`config.mk`:
```
export PLATFORM = sky130hd
export DESIGN_NAME = apth_host
export DESIGN_NICKNAME = d
export VERILOG_FILES = /design/src/design/apth_pkg.sv /design/src/design/apth_reg_if.sv /design/src/design/apth_timer.sv /design/src/design/apth_apb_regs.sv /design/src/design/apth_host.sv
export SDC_FILE = /design/constraint.sdc
export NUM_CORES = 1
export LEC_CHECK = 0
export ABC_CLOCK_PERIOD_IN_PS = 3000
export BUFFER_PORTS_ARGS = -buffer_cell sky130_fd_sc_hd__buf_2
export CAP_MARGIN = 20
export CORE_UTILIZATION = 25
export CTS_CLUSTER_DIAMETER = 200
export DETAILED_ROUTE_END_ITERATION = 12
export GPL_ROUTABILITY_DRIVEN = 0
export MAX_ROUTING_LAYER = met4
export PLACE_DENSITY_LB_ADDON = 0.1
export SLEW_MARGIN = 0
export SYNTH_ARGS = -nofsm -noshare
export SYNTH_HDL_FRONTEND = slang
export SYNTH_SLANG_ARGS = --single-unit
```
`constraint.sdc`:
```
create_clock -name clk -period 3 [get_ports clk]
set_input_delay 0.15 -clock clk [delete_from_list [all_inputs] [get_ports clk]]
set_output_delay 0.15 -clock clk [all_outputs]
set_load 0.05 [all_outputs]
```
`src/design/apth_pkg.sv`:
```
// package of constants and types for the absolute position transfer host
package apth_pkg;
    // apb register byte offsets
    localparam logic [7:0] CTRL_OFS = 8'h00;
    localparam logic [7:0] CMD_OFS = 8'h04;
    localparam logic [7:0] STAT_OFS = 8'h08;
    localparam logic [7:0] POS_OFS = 8'h0C;
    localparam logic [7:0] HOME_OFS = 8'h10;
    localparam logic [7:0] IRQ_STAT_OFS = 8'h14;
    localparam logic [7:0] IRQ_MASK_OFS = 8'h18;
    // control register fields
    localparam int CTRL_SERVO_BIT = 0;
    localparam int CTRL_HOMEMODE_BIT = 1;
    localparam int CTRL_TLIM_BIT = 2;
    localparam logic [2:0] CTRL_RST = 3'h0;
    // command register fields, write-only pulses
    localparam int CMD_START_BIT = 0;
    localparam int CMD_ALMRST_BIT = 1;
    localparam int CMD_HOME_BIT = 2;
    // status and interrupt fields
    localparam int STAT_W = 8;
    localparam int IRQ_W = 4;
    localparam int IRQ_DONE_BIT = 0;
    localparam int IRQ_COMM_BIT = 1;
    localparam int IRQ_CSUM_BIT = 2;
    localparam int IRQ_HOME_BIT = 3;
    localparam logic [31:0] HOME_RST = 32'h0000_0000;
    localparam logic [IRQ_W-1:0] IRQ_MASK_RST = 4'h0;
    // frame layout: sixteen data units then three checksum units
    localparam int UNIT_BITS = 2;
    localparam int DATA_UNITS = 16;
    localparam int CSUM_UNITS = 3;
    localparam int CSUM_W = 6;
    localparam int MAX_RETRY = 3;
    // timing, times in ms, counts derived from the clock rate
    localparam int CLK_HZ = 100_000_000;
    localparam int CYC_PER_MS = CLK_HZ / 1000;
    localparam int MODE_TIMEOUT_MS = 5000;
    localparam int HS_TIMEOUT_MS = 1000;
    localparam int SAMPLE_DELAY_MS = 10;
    localparam int RETRY_WAIT_MS = 100;
    localparam int CLEAR_PULSE_MS = 100;
    localparam int MODE_TIMEOUT_CYC = MODE_TIMEOUT_MS * CYC_PER_MS;
    localparam int HS_TIMEOUT_CYC = HS_TIMEOUT_MS * CYC_PER_MS;
    localparam int SAMPLE_DELAY_CYC = SAMPLE_DELAY_MS * CYC_PER_MS;
    localparam int RETRY_WAIT_CYC = RETRY_WAIT_MS * CYC_PER_MS;
    localparam int CLEAR_PULSE_CYC = CLEAR_PULSE_MS * CYC_PER_MS;

    typedef enum logic [2:0] {
        ST_IDLE,
        ST_REQ_HI,
        ST_REQ_LO,
        ST_SETTLE,
        ST_CHECK,
        ST_RETRY_WAIT
    } apth_state_t;
endpackage

```
`src/design/apth_reg_if.sv`:
```
// carrier between the transfer core and its apb register block
`timescale 1ns/1ps
interface apth_reg_if;
    logic servoOn;
    logic homingMode;
    logic torqueLimitEn;
    logic startPulse;
    logic almRstPulse;
    logic homePulse;
    logic [31:0] homeAddr;
    logic [31:0] absPos;
    logic [apth_pkg::STAT_W-1:0] status;
    logic [apth_pkg::IRQ_W-1:0] events;

    modport regs (
        output servoOn, homingMode, torqueLimitEn,
        output startPulse, almRstPulse, homePulse, homeAddr,
        input absPos, status, events
    );
    modport core (
        input servoOn, homingMode, torqueLimitEn,
        input startPulse, almRstPulse, homePulse, homeAddr,
        output absPos, status, events
    );
endinterface

```
`src/design/apth_timer.sv`:
```
// elapsed-time counter with restart and a limit input
`timescale 1ns/1ps
module apth_timer #(
    parameter int W = 32
) (
    // clock and reset
    input wire logic clk,
    input wire logic nrst,
    // control
    input wire logic run,
    input wire logic clr,
    input wire logic [W-1:0] limit,
    // result
    output logic done
);
    logic [W-1:0] cnt_q;
    logic [W-1:0] cnt_d;

    assign done = run && !clr && (cnt_q >= limit - W'(1));
    // saturate so a long stall cannot wrap into a false short wait
    assign cnt_d = (!run || clr) ? '0 : (done ? cnt_q : cnt_q + W'(1));

    always_ff @(posedge clk or negedge nrst)
    begin
        if (!nrst)
            cnt_q <= '0;
        else
            cnt_q <= cnt_d;
    end
endmodule

```
`src/design/apth_apb_regs.sv`:
```
// apb slave holding control, command, status and interrupt registers
`timescale 1ns/1ps
module apth_apb_regs (
    // clock and reset
    input wire logic clk,
    input wire logic nrst,
    // apb slave
    input wire logic psel,
    input wire logic penable,
    input wire logic pwrite,
    input wire logic [7:0] paddr,
    input wire logic [31:0] pwdata,
    output logic [31:0] prdata,
    output logic pready,
    output logic pslverr,
    // core side
    apth_reg_if.regs rif,
    // interrupt
    output logic irq
);
    logic [2:0] ctrl_q;
    logic [31:0] home_q;
    logic [apth_pkg::IRQ_W-1:0] irqStat_q;
    logic [apth_pkg::IRQ_W-1:0] irqMask_q;
    logic [apth_pkg::IRQ_W-1:0] irqStat_d;
    logic access;
    logic wr;
    logic mapped;
    logic [31:0] rdMux;

    assign access = psel && penable;
    assign wr = access && pwrite;
    assign mapped = (paddr == apth_pkg::CTRL_OFS)
        || (paddr == apth_pkg::CMD_OFS) || (paddr == apth_pkg::STAT_OFS)
        || (paddr == apth_pkg::POS_OFS) || (paddr == apth_pkg::HOME_OFS)
        || (paddr == apth_pkg::IRQ_STAT_OFS)
        || (paddr == apth_pkg::IRQ_MASK_OFS);
    assign pready = 1'b1;
    assign pslverr = access && !mapped;

    assign rdMux =
        (paddr == apth_pkg::CTRL_OFS) ? {29'h0, ctrl_q} :
        (paddr == apth_pkg::STAT_OFS) ? {24'h0, rif.status} :
        (paddr == apth_pkg::POS_OFS) ? rif.absPos :
        (paddr == apth_pkg::HOME_OFS) ? home_q :
        (paddr == apth_pkg::IRQ_STAT_OFS) ? {28'h0, irqStat_q} :
        (paddr == apth_pkg::IRQ_MASK_OFS) ? {28'h0, irqMask_q} : 32'h0;
    assign prdata = (access && !pwrite) ? rdMux : 32'h0;

    // new events win over a write-one clear in the same cycle
    assign irqStat_d = (irqStat_q & ~((wr && paddr == apth_pkg::IRQ_STAT_OFS)
        ? pwdata[apth_pkg::IRQ_W-1:0] : '0)) | rif.events;
    assign irq = |(irqStat_q & irqMask_q);

    assign rif.servoOn = ctrl_q[apth_pkg::CTRL_SERVO_BIT];
    assign rif.homingMode = ctrl_q[apth_pkg::CTRL_HOMEMODE_BIT];
    assign rif.torqueLimitEn = ctrl_q[apth_pkg::CTRL_TLIM_BIT];
    assign rif.homeAddr = home_q;
    assign rif.startPulse = wr && paddr == apth_pkg::CMD_OFS
        && pwdata[apth_pkg::CMD_START_BIT];
    assign rif.almRstPulse = wr && paddr == apth_pkg::CMD_OFS
        && pwdata[apth_pkg::CMD_ALMRST_BIT];
    assign rif.homePulse = wr && paddr == apth_pkg::CMD_OFS
        && pwdata[apth_pkg::CMD_HOME_BIT];

    always_ff @(posedge clk or negedge nrst)
    begin
        if (!nrst)
        begin
            ctrl_q <= apth_pkg::CTRL_RST;
            home_q <= apth_pkg::HOME_RST;
            irqMask_q <= apth_pkg::IRQ_MASK_RST;
            irqStat_q <= '0;
        end
        else
        begin
            irqStat_q <= irqStat_d;
            if (wr && paddr == apth_pkg::CTRL_OFS)
                ctrl_q <= pwdata[2:0];
            if (wr && paddr == apth_pkg::HOME_OFS)
                home_q <= pwdata;
            if (wr && paddr == apth_pkg::IRQ_MASK_OFS)
                irqMask_q <= pwdata[apth_pkg::IRQ_W-1:0];
        end
    end
endmodule

```
`src/design/apth_host.sv`:
```
// controller that drives the absolute position transfer and homing pins
`timescale 1ns/1ps
module apth_host #(
    parameter int MODE_TIMEOUT = apth_pkg::MODE_TIMEOUT_CYC,
    parameter int HS_TIMEOUT = apth_pkg::HS_TIMEOUT_CYC,
    parameter int SAMPLE_DELAY = apth_pkg::SAMPLE_DELAY_CYC,
    parameter int RETRY_WAIT = apth_pkg::RETRY_WAIT_CYC,
    parameter int CLEAR_PULSE = apth_pkg::CLEAR_PULSE_CYC
) (
    // clock and reset
    input wire logic clk,
    input wire logic nrst,
    // apb slave
    input wire logic psel,
    input wire logic penable,
    input wire logic pwrite,
    input wire logic [7:0] paddr,
    input wire logic [31:0] pwdata,
    output logic [31:0] prdata,
    output logic pready,
    output logic pslverr,
    output logic irq,
    // amplifier inputs
    input wire logic sharedIn0,
    input wire logic sharedIn1,
    input wire logic sharedIn2,
    input wire logic brakeReleaseSignal,
    // amplifier outputs
    output logic servoEnableCmd,
    output logic xferMode,
    output logic absRequest,
    output logic alarmResetOut,
    output logic deviationClear,
    output logic brakeOut,
    output logic torqueLimitCmd,
    // controller inputs
    input wire logic controllerRun,
    input wire logic estopActive,
    input wire logic homingStartButton,
    // positioning module
    output logic motionInhibit,
    output logic [31:0] modHomeAddr,
    output logic [31:0] modPresentPos,
    output logic modLoad
);
    localparam int UW = 5;
    localparam logic [UW-1:0] LAST_UNIT =
        UW'(apth_pkg::DATA_UNITS + apth_pkg::CSUM_UNITS - 1);
    localparam logic [UW-1:0] FIRST_CSUM = UW'(apth_pkg::DATA_UNITS);

    apth_reg_if rif();

    apth_pkg::apth_state_t st_q, st_d, stPrev_q;
    logic [31:0] abs_q, abs_d;
    logic [apth_pkg::CSUM_W-1:0] sum_q, sum_d, csum_q, csum_d;
    logic [UW-1:0] unit_q, unit_d;
    logic [1:0] retry_q, retry_d;
    logic commErr_q, commErr_d, csumErr_q, csumErr_d;
    logic valid_q, valid_d;
    logic mode_q, mode_d, req_q, req_d;
    logic [31:0] presPos_q, presPos_d;
    logic load_q, load_d;
    logic clrOn_q;
    logic servoPrev_q, runPrev_q, estopPrev_q, btnPrev_q;
    logic almRst_q;
    logic evDone, evComm, evCsum, evHome;
    logic trigger, homeStart, inXfer, entered;
    logic modeDone, hsDone, dlyDone, clrDone;
    logic [1:0] rxBits;

    apth_apb_regs u_regs (
        .clk(clk),
        .nrst(nrst),
        .psel(psel),
        .penable(penable),
        .pwrite(pwrite),
        .paddr(paddr),
        .pwdata(pwdata),
        .prdata(prdata),
        .pready(pready),
        .pslverr(pslverr),
        .rif(rif.regs),
        .irq(irq)
    );

    // sharedIn0 and sharedIn1 mean data only while the mode is asserted; sharedIn2 is then the ready line
    assign rxBits = {sharedIn1, sharedIn0};
    assign inXfer = st_q != apth_pkg::ST_IDLE
        && st_q != apth_pkg::ST_RETRY_WAIT;
    assign entered = st_q != stPrev_q;

    // servo-on rising stands in for amplifier power-up
    assign trigger = rif.servoOn && (rif.startPulse
        || (rif.servoOn && !servoPrev_q)
        || (controllerRun && !runPrev_q)
        || almRst_q
        || (!estopActive && estopPrev_q));

    apth_timer u_modeTmr (
        .clk(clk),
        .nrst(nrst),
        .run(mode_q),
        .clr(1'b0),
        .limit(32'(MODE_TIMEOUT)),
        .done(modeDone)
    );
    // one timer serves both handshake waits; restarted on each entry
    apth_timer u_hsTmr (
        .clk(clk),
        .nrst(nrst),
        .run(st_q == apth_pkg::ST_REQ_HI || st_q == apth_pkg::ST_REQ_LO),
        .clr(entered),
        .limit(32'(HS_TIMEOUT)),
        .done(hsDone)
    );
    apth_timer u_dlyTmr (
        .clk(clk),
        .nrst(nrst),
        .run(st_q == apth_pkg::ST_SETTLE || st_q == apth_pkg::ST_RETRY_WAIT),
        .clr(entered),
        .limit(st_q == apth_pkg::ST_SETTLE ? 32'(SAMPLE_DELAY)
            : 32'(RETRY_WAIT)),
        .done(dlyDone)
    );
    apth_timer u_clrTmr (
        .clk(clk),
        .nrst(nrst),
        .run(clrOn_q),
        .clr(1'b0),
        .limit(32'(CLEAR_PULSE)),
        .done(clrDone)
    );

    // homing only in homing mode, at rest, with no transfer running
    assign homeStart = rif.homingMode && st_q == apth_pkg::ST_IDLE
        && !trigger && !clrOn_q && sharedIn0 && (rif.homePulse
        || (homingStartButton && !btnPrev_q));

    always_comb
    begin
        st_d = st_q;
        abs_d = abs_q;
        sum_d = sum_q;
        csum_d = csum_q;
        unit_d = unit_q;
        retry_d = retry_q;
        commErr_d = commErr_q;
        csumErr_d = csumErr_q;
        valid_d = valid_q;
        mode_d = mode_q;
        req_d = req_q;
        presPos_d = presPos_q;
        load_d = 1'b0;
        evDone = 1'b0;
        evComm = 1'b0;
        evCsum = 1'b0;
        unique case (st_q)
            apth_pkg::ST_IDLE:
            begin
                if (trigger)
                begin
                    retry_d = '0;
                    commErr_d = 1'b0;
                    csumErr_d = 1'b0;
                    valid_d = 1'b0;
                    unit_d = '0;
                    sum_d = '0;
                    mode_d = 1'b1;
                    st_d = apth_pkg::ST_REQ_HI;
                end
            end
            apth_pkg::ST_REQ_HI:
            begin
                req_d = 1'b1;
                if (!sharedIn2)
                    st_d = apth_pkg::ST_REQ_LO;
            end
            apth_pkg::ST_REQ_LO:
            begin
                req_d = 1'b0;
                if (sharedIn2)
                    st_d = apth_pkg::ST_SETTLE;
            end
            apth_pkg::ST_SETTLE:
            begin
                if (dlyDone)
                begin
                    if (unit_q < FIRST_CSUM)
                    begin
                        abs_d[{unit_q[3:0], 1'b0} +: 2] = rxBits;
                        sum_d = sum_q + {4'h0, rxBits};
                    end
                    else
                        csum_d[{unit_q[1:0], 1'b0} +: 2] = rxBits;
                    unit_d = unit_q + UW'(1);
                    st_d = (unit_q == LAST_UNIT) ? apth_pkg::ST_CHECK
                        : apth_pkg::ST_REQ_HI;
                end
            end
            apth_pkg::ST_CHECK:
            begin
                mode_d = 1'b0;
                if (sum_q == csum_q)
                begin
                    valid_d = 1'b1;
                    presPos_d = abs_q;
                    load_d = 1'b1;
                    evDone = 1'b1;
                    st_d = apth_pkg::ST_IDLE;
                end
                else if (retry_q == 2'(apth_pkg::MAX_RETRY))
                begin
                    csumErr_d = 1'b1;
                    evCsum = 1'b1;
                    st_d = apth_pkg::ST_IDLE;
                end
                else
                begin
                    retry_d = retry_q + 2'h1;
                    st_d = apth_pkg::ST_RETRY_WAIT;
                end
            end
            apth_pkg::ST_RETRY_WAIT:
            begin
                if (dlyDone)
                begin
                    unit_d = '0;
                    sum_d = '0;
                    mode_d = 1'b1;
                    st_d = apth_pkg::ST_REQ_HI;
                end
            end
        endcase
        // a stalled handshake or an overlong mode ends the transfer
        if (inXfer && (modeDone || hsDone))
        begin
            commErr_d = 1'b1;
            evComm = 1'b1;
            mode_d = 1'b0;
            req_d = 1'b0;
            st_d = apth_pkg::ST_IDLE;
        end
        // dropping servo-on abandons the transfer without a flag
        if (!rif.servoOn && st_q != apth_pkg::ST_IDLE)
        begin
            mode_d = 1'b0;
            req_d = 1'b0;
            st_d = apth_pkg::ST_IDLE;
        end
        if (homeStart)
        begin
            presPos_d = rif.homeAddr;
            load_d = 1'b1;
        end
    end

    assign evHome = clrOn_q && clrDone;

    always_ff @(posedge clk or negedge nrst)
    begin
        if (!nrst)
        begin
            st_q <= apth_pkg::ST_IDLE;
            stPrev_q <= apth_pkg::ST_IDLE;
            abs_q <= '0;
            sum_q <= '0;
            csum_q <= '0;
            unit_q <= '0;
            retry_q <= '0;
            commErr_q <= 1'b0;
            csumErr_q <= 1'b0;
            valid_q <= 1'b0;
            mode_q <= 1'b0;
            req_q <= 1'b0;
            presPos_q <= '0;
            load_q <= 1'b0;
        end
        else
        begin
            st_q <= st_d;
            stPrev_q <= st_q;
            abs_q <= abs_d;
            sum_q <= sum_d;
            csum_q <= csum_d;
            unit_q <= unit_d;
            retry_q <= retry_d;
            commErr_q <= commErr_d;
            csumErr_q <= csumErr_d;
            valid_q <= valid_d;
            mode_q <= mode_d;
            req_q <= req_d;
            presPos_q <= presPos_d;
            load_q <= load_d;
        end
    end

    always_ff @(posedge clk or negedge nrst)
    begin
        if (!nrst)
        begin
            clrOn_q <= 1'b0;
            servoPrev_q <= 1'b0;
            runPrev_q <= 1'b0;
            estopPrev_q <= 1'b0;
            btnPrev_q <= 1'b0;
            almRst_q <= 1'b0;
        end
        else
        begin
            clrOn_q <= homeStart || (clrOn_q && !clrDone);
            servoPrev_q <= rif.servoOn;
            runPrev_q <= controllerRun;
            estopPrev_q <= estopActive;
            btnPrev_q <= homingStartButton;
            almRst_q <= rif.almRstPulse;
        end
    end

    assign servoEnableCmd = rif.servoOn;
    assign xferMode = mode_q;
    assign absRequest = req_q;
    assign alarmResetOut = almRst_q;
    assign deviationClear = clrOn_q;
    assign brakeOut = !mode_q && brakeReleaseSignal;
    assign torqueLimitCmd = rif.torqueLimitEn && !motionInhibit;
    assign motionInhibit = st_q != apth_pkg::ST_IDLE;
    assign modHomeAddr = rif.homeAddr;
    assign modPresentPos = presPos_q;
    assign modLoad = load_q;

    assign rif.absPos = abs_q;
    assign rif.status = {
        !mode_q && sharedIn2,
        !mode_q && sharedIn1,
        !mode_q && sharedIn0,
        clrOn_q,
        csumErr_q,
        commErr_q,
        valid_q,
        mode_q
    };
    assign rif.events = {evHome, evCsum, evComm, evDone};
endmodule

```
==> impl_metrics.csv <==
group,metric,value,unit
status,status,"finished, final reports clean",
yosys,ys_seq_elements,272,
timing,skew,25.2,ps
place,dpl-instance-area,15900,um2
timing,finalSetupViolations,0,
global_routing,grt_pass1_wl,69.2,mm
global_routing,grt_use_met1,22.2,%
setup_path,cp_slowest_cell,"mux2_2",
setup_path,cp-startpoint,"st_q[1]$_DFFE_PN0P_",
timing,max_freq,0.347,GHz
pwr,irDropWorstVdd,0.356,mV
setup_path,r2r-start,"st_q[1]$_DFFE_PN0P_",
timing,slew_headroom,30.1,%
flow_run,cap_violations,0,
die,dieArea,56700,um2
timing,post-route-period-util,96.0,%
global_routing,grt_pass1_vias,11700,
setup_path,arrival,3320,ps
yosys,synth_seq_area_share,48.8,%
yosys,synth_edf_count,0,
setup_path,path_max_fanout,7,
route,wl_per_cell,18.0,um
yosys,synth-compound-area-share,10.2,%
die,core,55100,um2
clock_tree,worstSkewPairLatency,560,ps
yosys,synthFlopType,"dfrtp_1",
hold_path,worstHoldStart,"sharedIn2",
layout,finalNetCount,1700,
hold_path,hold_class,"in2reg",
yosys,syn_inst,1396,
pwr,p_total,0.00936,W
yosys,yosys.area.top_type_share,48.8,%
yosys,async_flop_share,100,%
yosys,synth_top_family_by_area,"simple AND/OR/NAND/NOR gates",
die,die_w,238,um
route,via_per_inst,4.75,
layout,multi_input_area,6850,um2
setup_path,endpoint_kind,"flip-flop",
global_routing,grt_overflow,0,
global_routing,use_met2,23.3,%
clock_tree,clockRootBuffer,"clkbuf_16",
layout,area_growth,26.8,%
route,vias,11400,
yosys,synth.area.top_cells,"dfrtp_1 (49%), nor2_1 (4.2%), nand2_1 (3.9%)",
setup_path,max_stage_delay,390,ps
die,initial_core_util,25.3,%
yosys,synthAdderAreaFrac,2.21,%
setup_path,start_kind,"flip-flop",
layout,seq_area,6810,um2
global_routing,grt.busiest_layer,"met2",
setup_path,crit_required,3440,ps
clock_tree,cts_buffers,36,
yosys,syn_area,13900,um2
clock_tree,cts.sinks,272,
yosys,synth_cell_type_count,76,
yosys,avgSynthCellArea,9.99,um2
clock_tree,cts_buffer_depth,3,
place,dp_hpwl,29.7,mm
yosys,yosys.area_share.simple,23.9,%
timing,grt_setup_unrepaired,"true",
timing,min_period,2880,ps
route,wirelength,43.3,mm
layout,nFillCells,5829,
global_routing,grt_antenna_before_repair,0,
setup_path,critPathKind,"reg2reg",
yosys,ys_warn_count,0,
layout,final_area,17700,um2
die,die_height,238,um
yosys,syn_nets,1472,
setup_path,worstPathCellList,"nand3b_1 > buf_4 > inv_4 > ha_4 > nand2_1 > o31ai_2 > a41oi_2 > a21oi_4 > o211ai_4 > clkbuf_16 > nor4b_2 > mux2_2",
route,drtPass1Iterations,7,
timing,timing.final.hold_violations,0,
yosys,synth.area.mux_share,6.65,%
timing,slew_viol_final,0,
clock_tree,cts_tree,"built",
yosys,synth-xor-area-share,5.34,%
timing,fin_tns_setup,0,ps
route,antenna_left,0,
global_routing,grt_max_degree,80,
global_routing,met3_usage,2.80,%
route,drc,0,
yosys,synth_area_leader_cell,"dfrtp_1",
timing,max_slew.worst_pin.slew,1050,ps
global_routing,gr-usage-all-layers,15.9,%
layout,drive_gt1_share,22.8,%
die,pin_count,160,
layout,final_cell_mix,"dfrtp_1 (272), buf_2 (157), nor2_1 (155)",
die,rows,86,
route,drtIter0Drc,705,
pwr,p_leak,8.18,nW
pwr,powerDensity,530,nW/um2
place,portBuffers,158,
clock_tree,htreeDepth,2,
clock_tree,cts.reportedPaths.clkPinSlew,60,ps
layout,post-route-util,32.1,%
layout,layout_commonest_cell,"dfrtp_1",
[per-layer routing]
layer | vias up | part of all wire, %
met2 | 203 | 44
li1 | 5455 | -
met3 | 65 | 4.3
met4 | 0 | 2.4
met1 | 5674 | 49
met5 | - | 0
[where the power goes]
part	total (W)	switching (W)	internal (W)
clock network	0.00433	0.00178	0.00255
logic	0.00119	0.000810	0.000383
registers	0.00384	0.0000893	0.00375
total	0.00936	0.00268	0.00668
[logic make-up after synthesis]
kind of cell,count (synthesis)
AO/OA/AOI/OAI,210
flip-flops,272
buffers and inverters,96
multiplexers,83
XOR/XNOR,85
other,1
AND/OR/NAND/NOR,625
adder cells (fa/ha/maj),24
[repair_timing]
| action | in CTS | in global routing |
|---|---|---|
| setup endpoints to repair | 32 | 47 |
| hold buffers | 37 | 0 |
| hold endpoints to repair | 122 | 0 |
| setup buffers | 2 | 6 |
| gates cloned | 0 | 2 |
| pin swaps | 1 | 9 |
| gates resized for setup | 2 | 12 |
[cell usage after synthesis, types with 3 or more instances]
| cell type | instances |
|---|---|
| dfrtp_1 | 272 |
| nor2_1 | 157 |
| nand2_1 | 144 |
| a22oi_1 | 62 |
| xor2_1 | 54 |
| nand4_1 | 52 |
| nand3_1 | 49 |
| clkbuf_1 | 48 |
| mux2_2 | 47 |
| o21ai_0 | 42 |
| a21oi_1 | 40 |
| and2_1 | 40 |
| xnor2_1 | 31 |
| mux2_1 | 30 |
| nor3_1 | 29 |
| and3_1 | 28 |
| inv_1 | 25 |
| ha_1 | 23 |
| or3_1 | 18 |
| buf_2 | 15 |
| nor4_1 | 15 |
| nor2b_1 | 12 |
| and4_1 | 11 |
| nand2b_1 | 11 |
| nor4b_2 | 11 |
| a21o_1 | 10 |
| or2_2 | 9 |
| o211ai_1 | 7 |
| mux2i_1 | 6 |
| nor3b_1 | 6 |
| o21a_1 | 6 |
| nor4bb_1 | 5 |
| a31oi_1 | 4 |
| a41oi_1 | 4 |
| buf_4 | 4 |
| nor4_2 | 4 |
| o31ai_1 | 4 |
| or4_1 | 4 |
| a222oi_1 | 3 |
| a22o_1 | 3 |
| and4b_1 | 3 |
| buf_1 | 3 |
| nand4b_1 | 3 |
[layout make-up]
type                            instances  share of cell area, %
Clock inverter                         14                  0.750
Clock buffer                           52                   5.95
Multi-Input combinational cell       1028                   38.8
Inverter                               26                  0.566
Antenna cell                            1                 0.0142
Sequential cell                       272                   38.5
Tap cell                              748                   5.30
Timing Repair Buffer                  260                   10.2
[state kept, by name (all words and copies together) (netlist names), 5 cells and up]
name and flops:
u_hsTmr.cnt_q 32, sum_q 6, unit_q 5, u_dlyTmr.cnt_q 32
u_clrTmr.cnt_q 32, csum_q 6, modPresentPos 32, u_modeTmr.cnt_q 32
abs_q 32, u_regs.rif.homeAddr 32
[path summary, 6_finish.rpt]
check | endpoint | slack [ps] | depth (start not counted)
max | abs_q[26]$_DFFE_PN0P_ | 120 | 12
min | st_q[1]$_DFFE_PN0P_ | 100 | 4
max reg2reg | abs_q[26]$_DFFE_PN0P_ | 120 | 12
min reg2reg | modPresentPos[12]$_DFFE_PN0P_ | 460 | 2
max in group asynchronous | modPresentPos[13]$_DFFE_PN0P_ | 1930 | 3
min in group asynchronous | servoPrev_q$_DFF_PN0_ | 230 | 2
[worst max-delay path: cells and delay by family, from the launching register on]
kind	cells	cell delay [ps]
AO/OA/AOI/OAI	4	850
AND/OR/NAND/NOR	3	480
buffers and inverters	3	420
multiplexers	1	390
flip-flops	1	380
adder cells (fa/ha/maj)	1	260
[stage by stage]
step	hold WS, ps	cells	setup slack (ps)
4_1_cts	75.8	2392	39.4
2_1_floorplan	-146	1396	7.33
3_5_place_dp	225	2287	-133
3_3_place_gp	224	2287	15.8
5_1_grt	113	2400	0.166
6_report	102	2401	120
No activity file was read; power rests on OpenSTA's default activity.
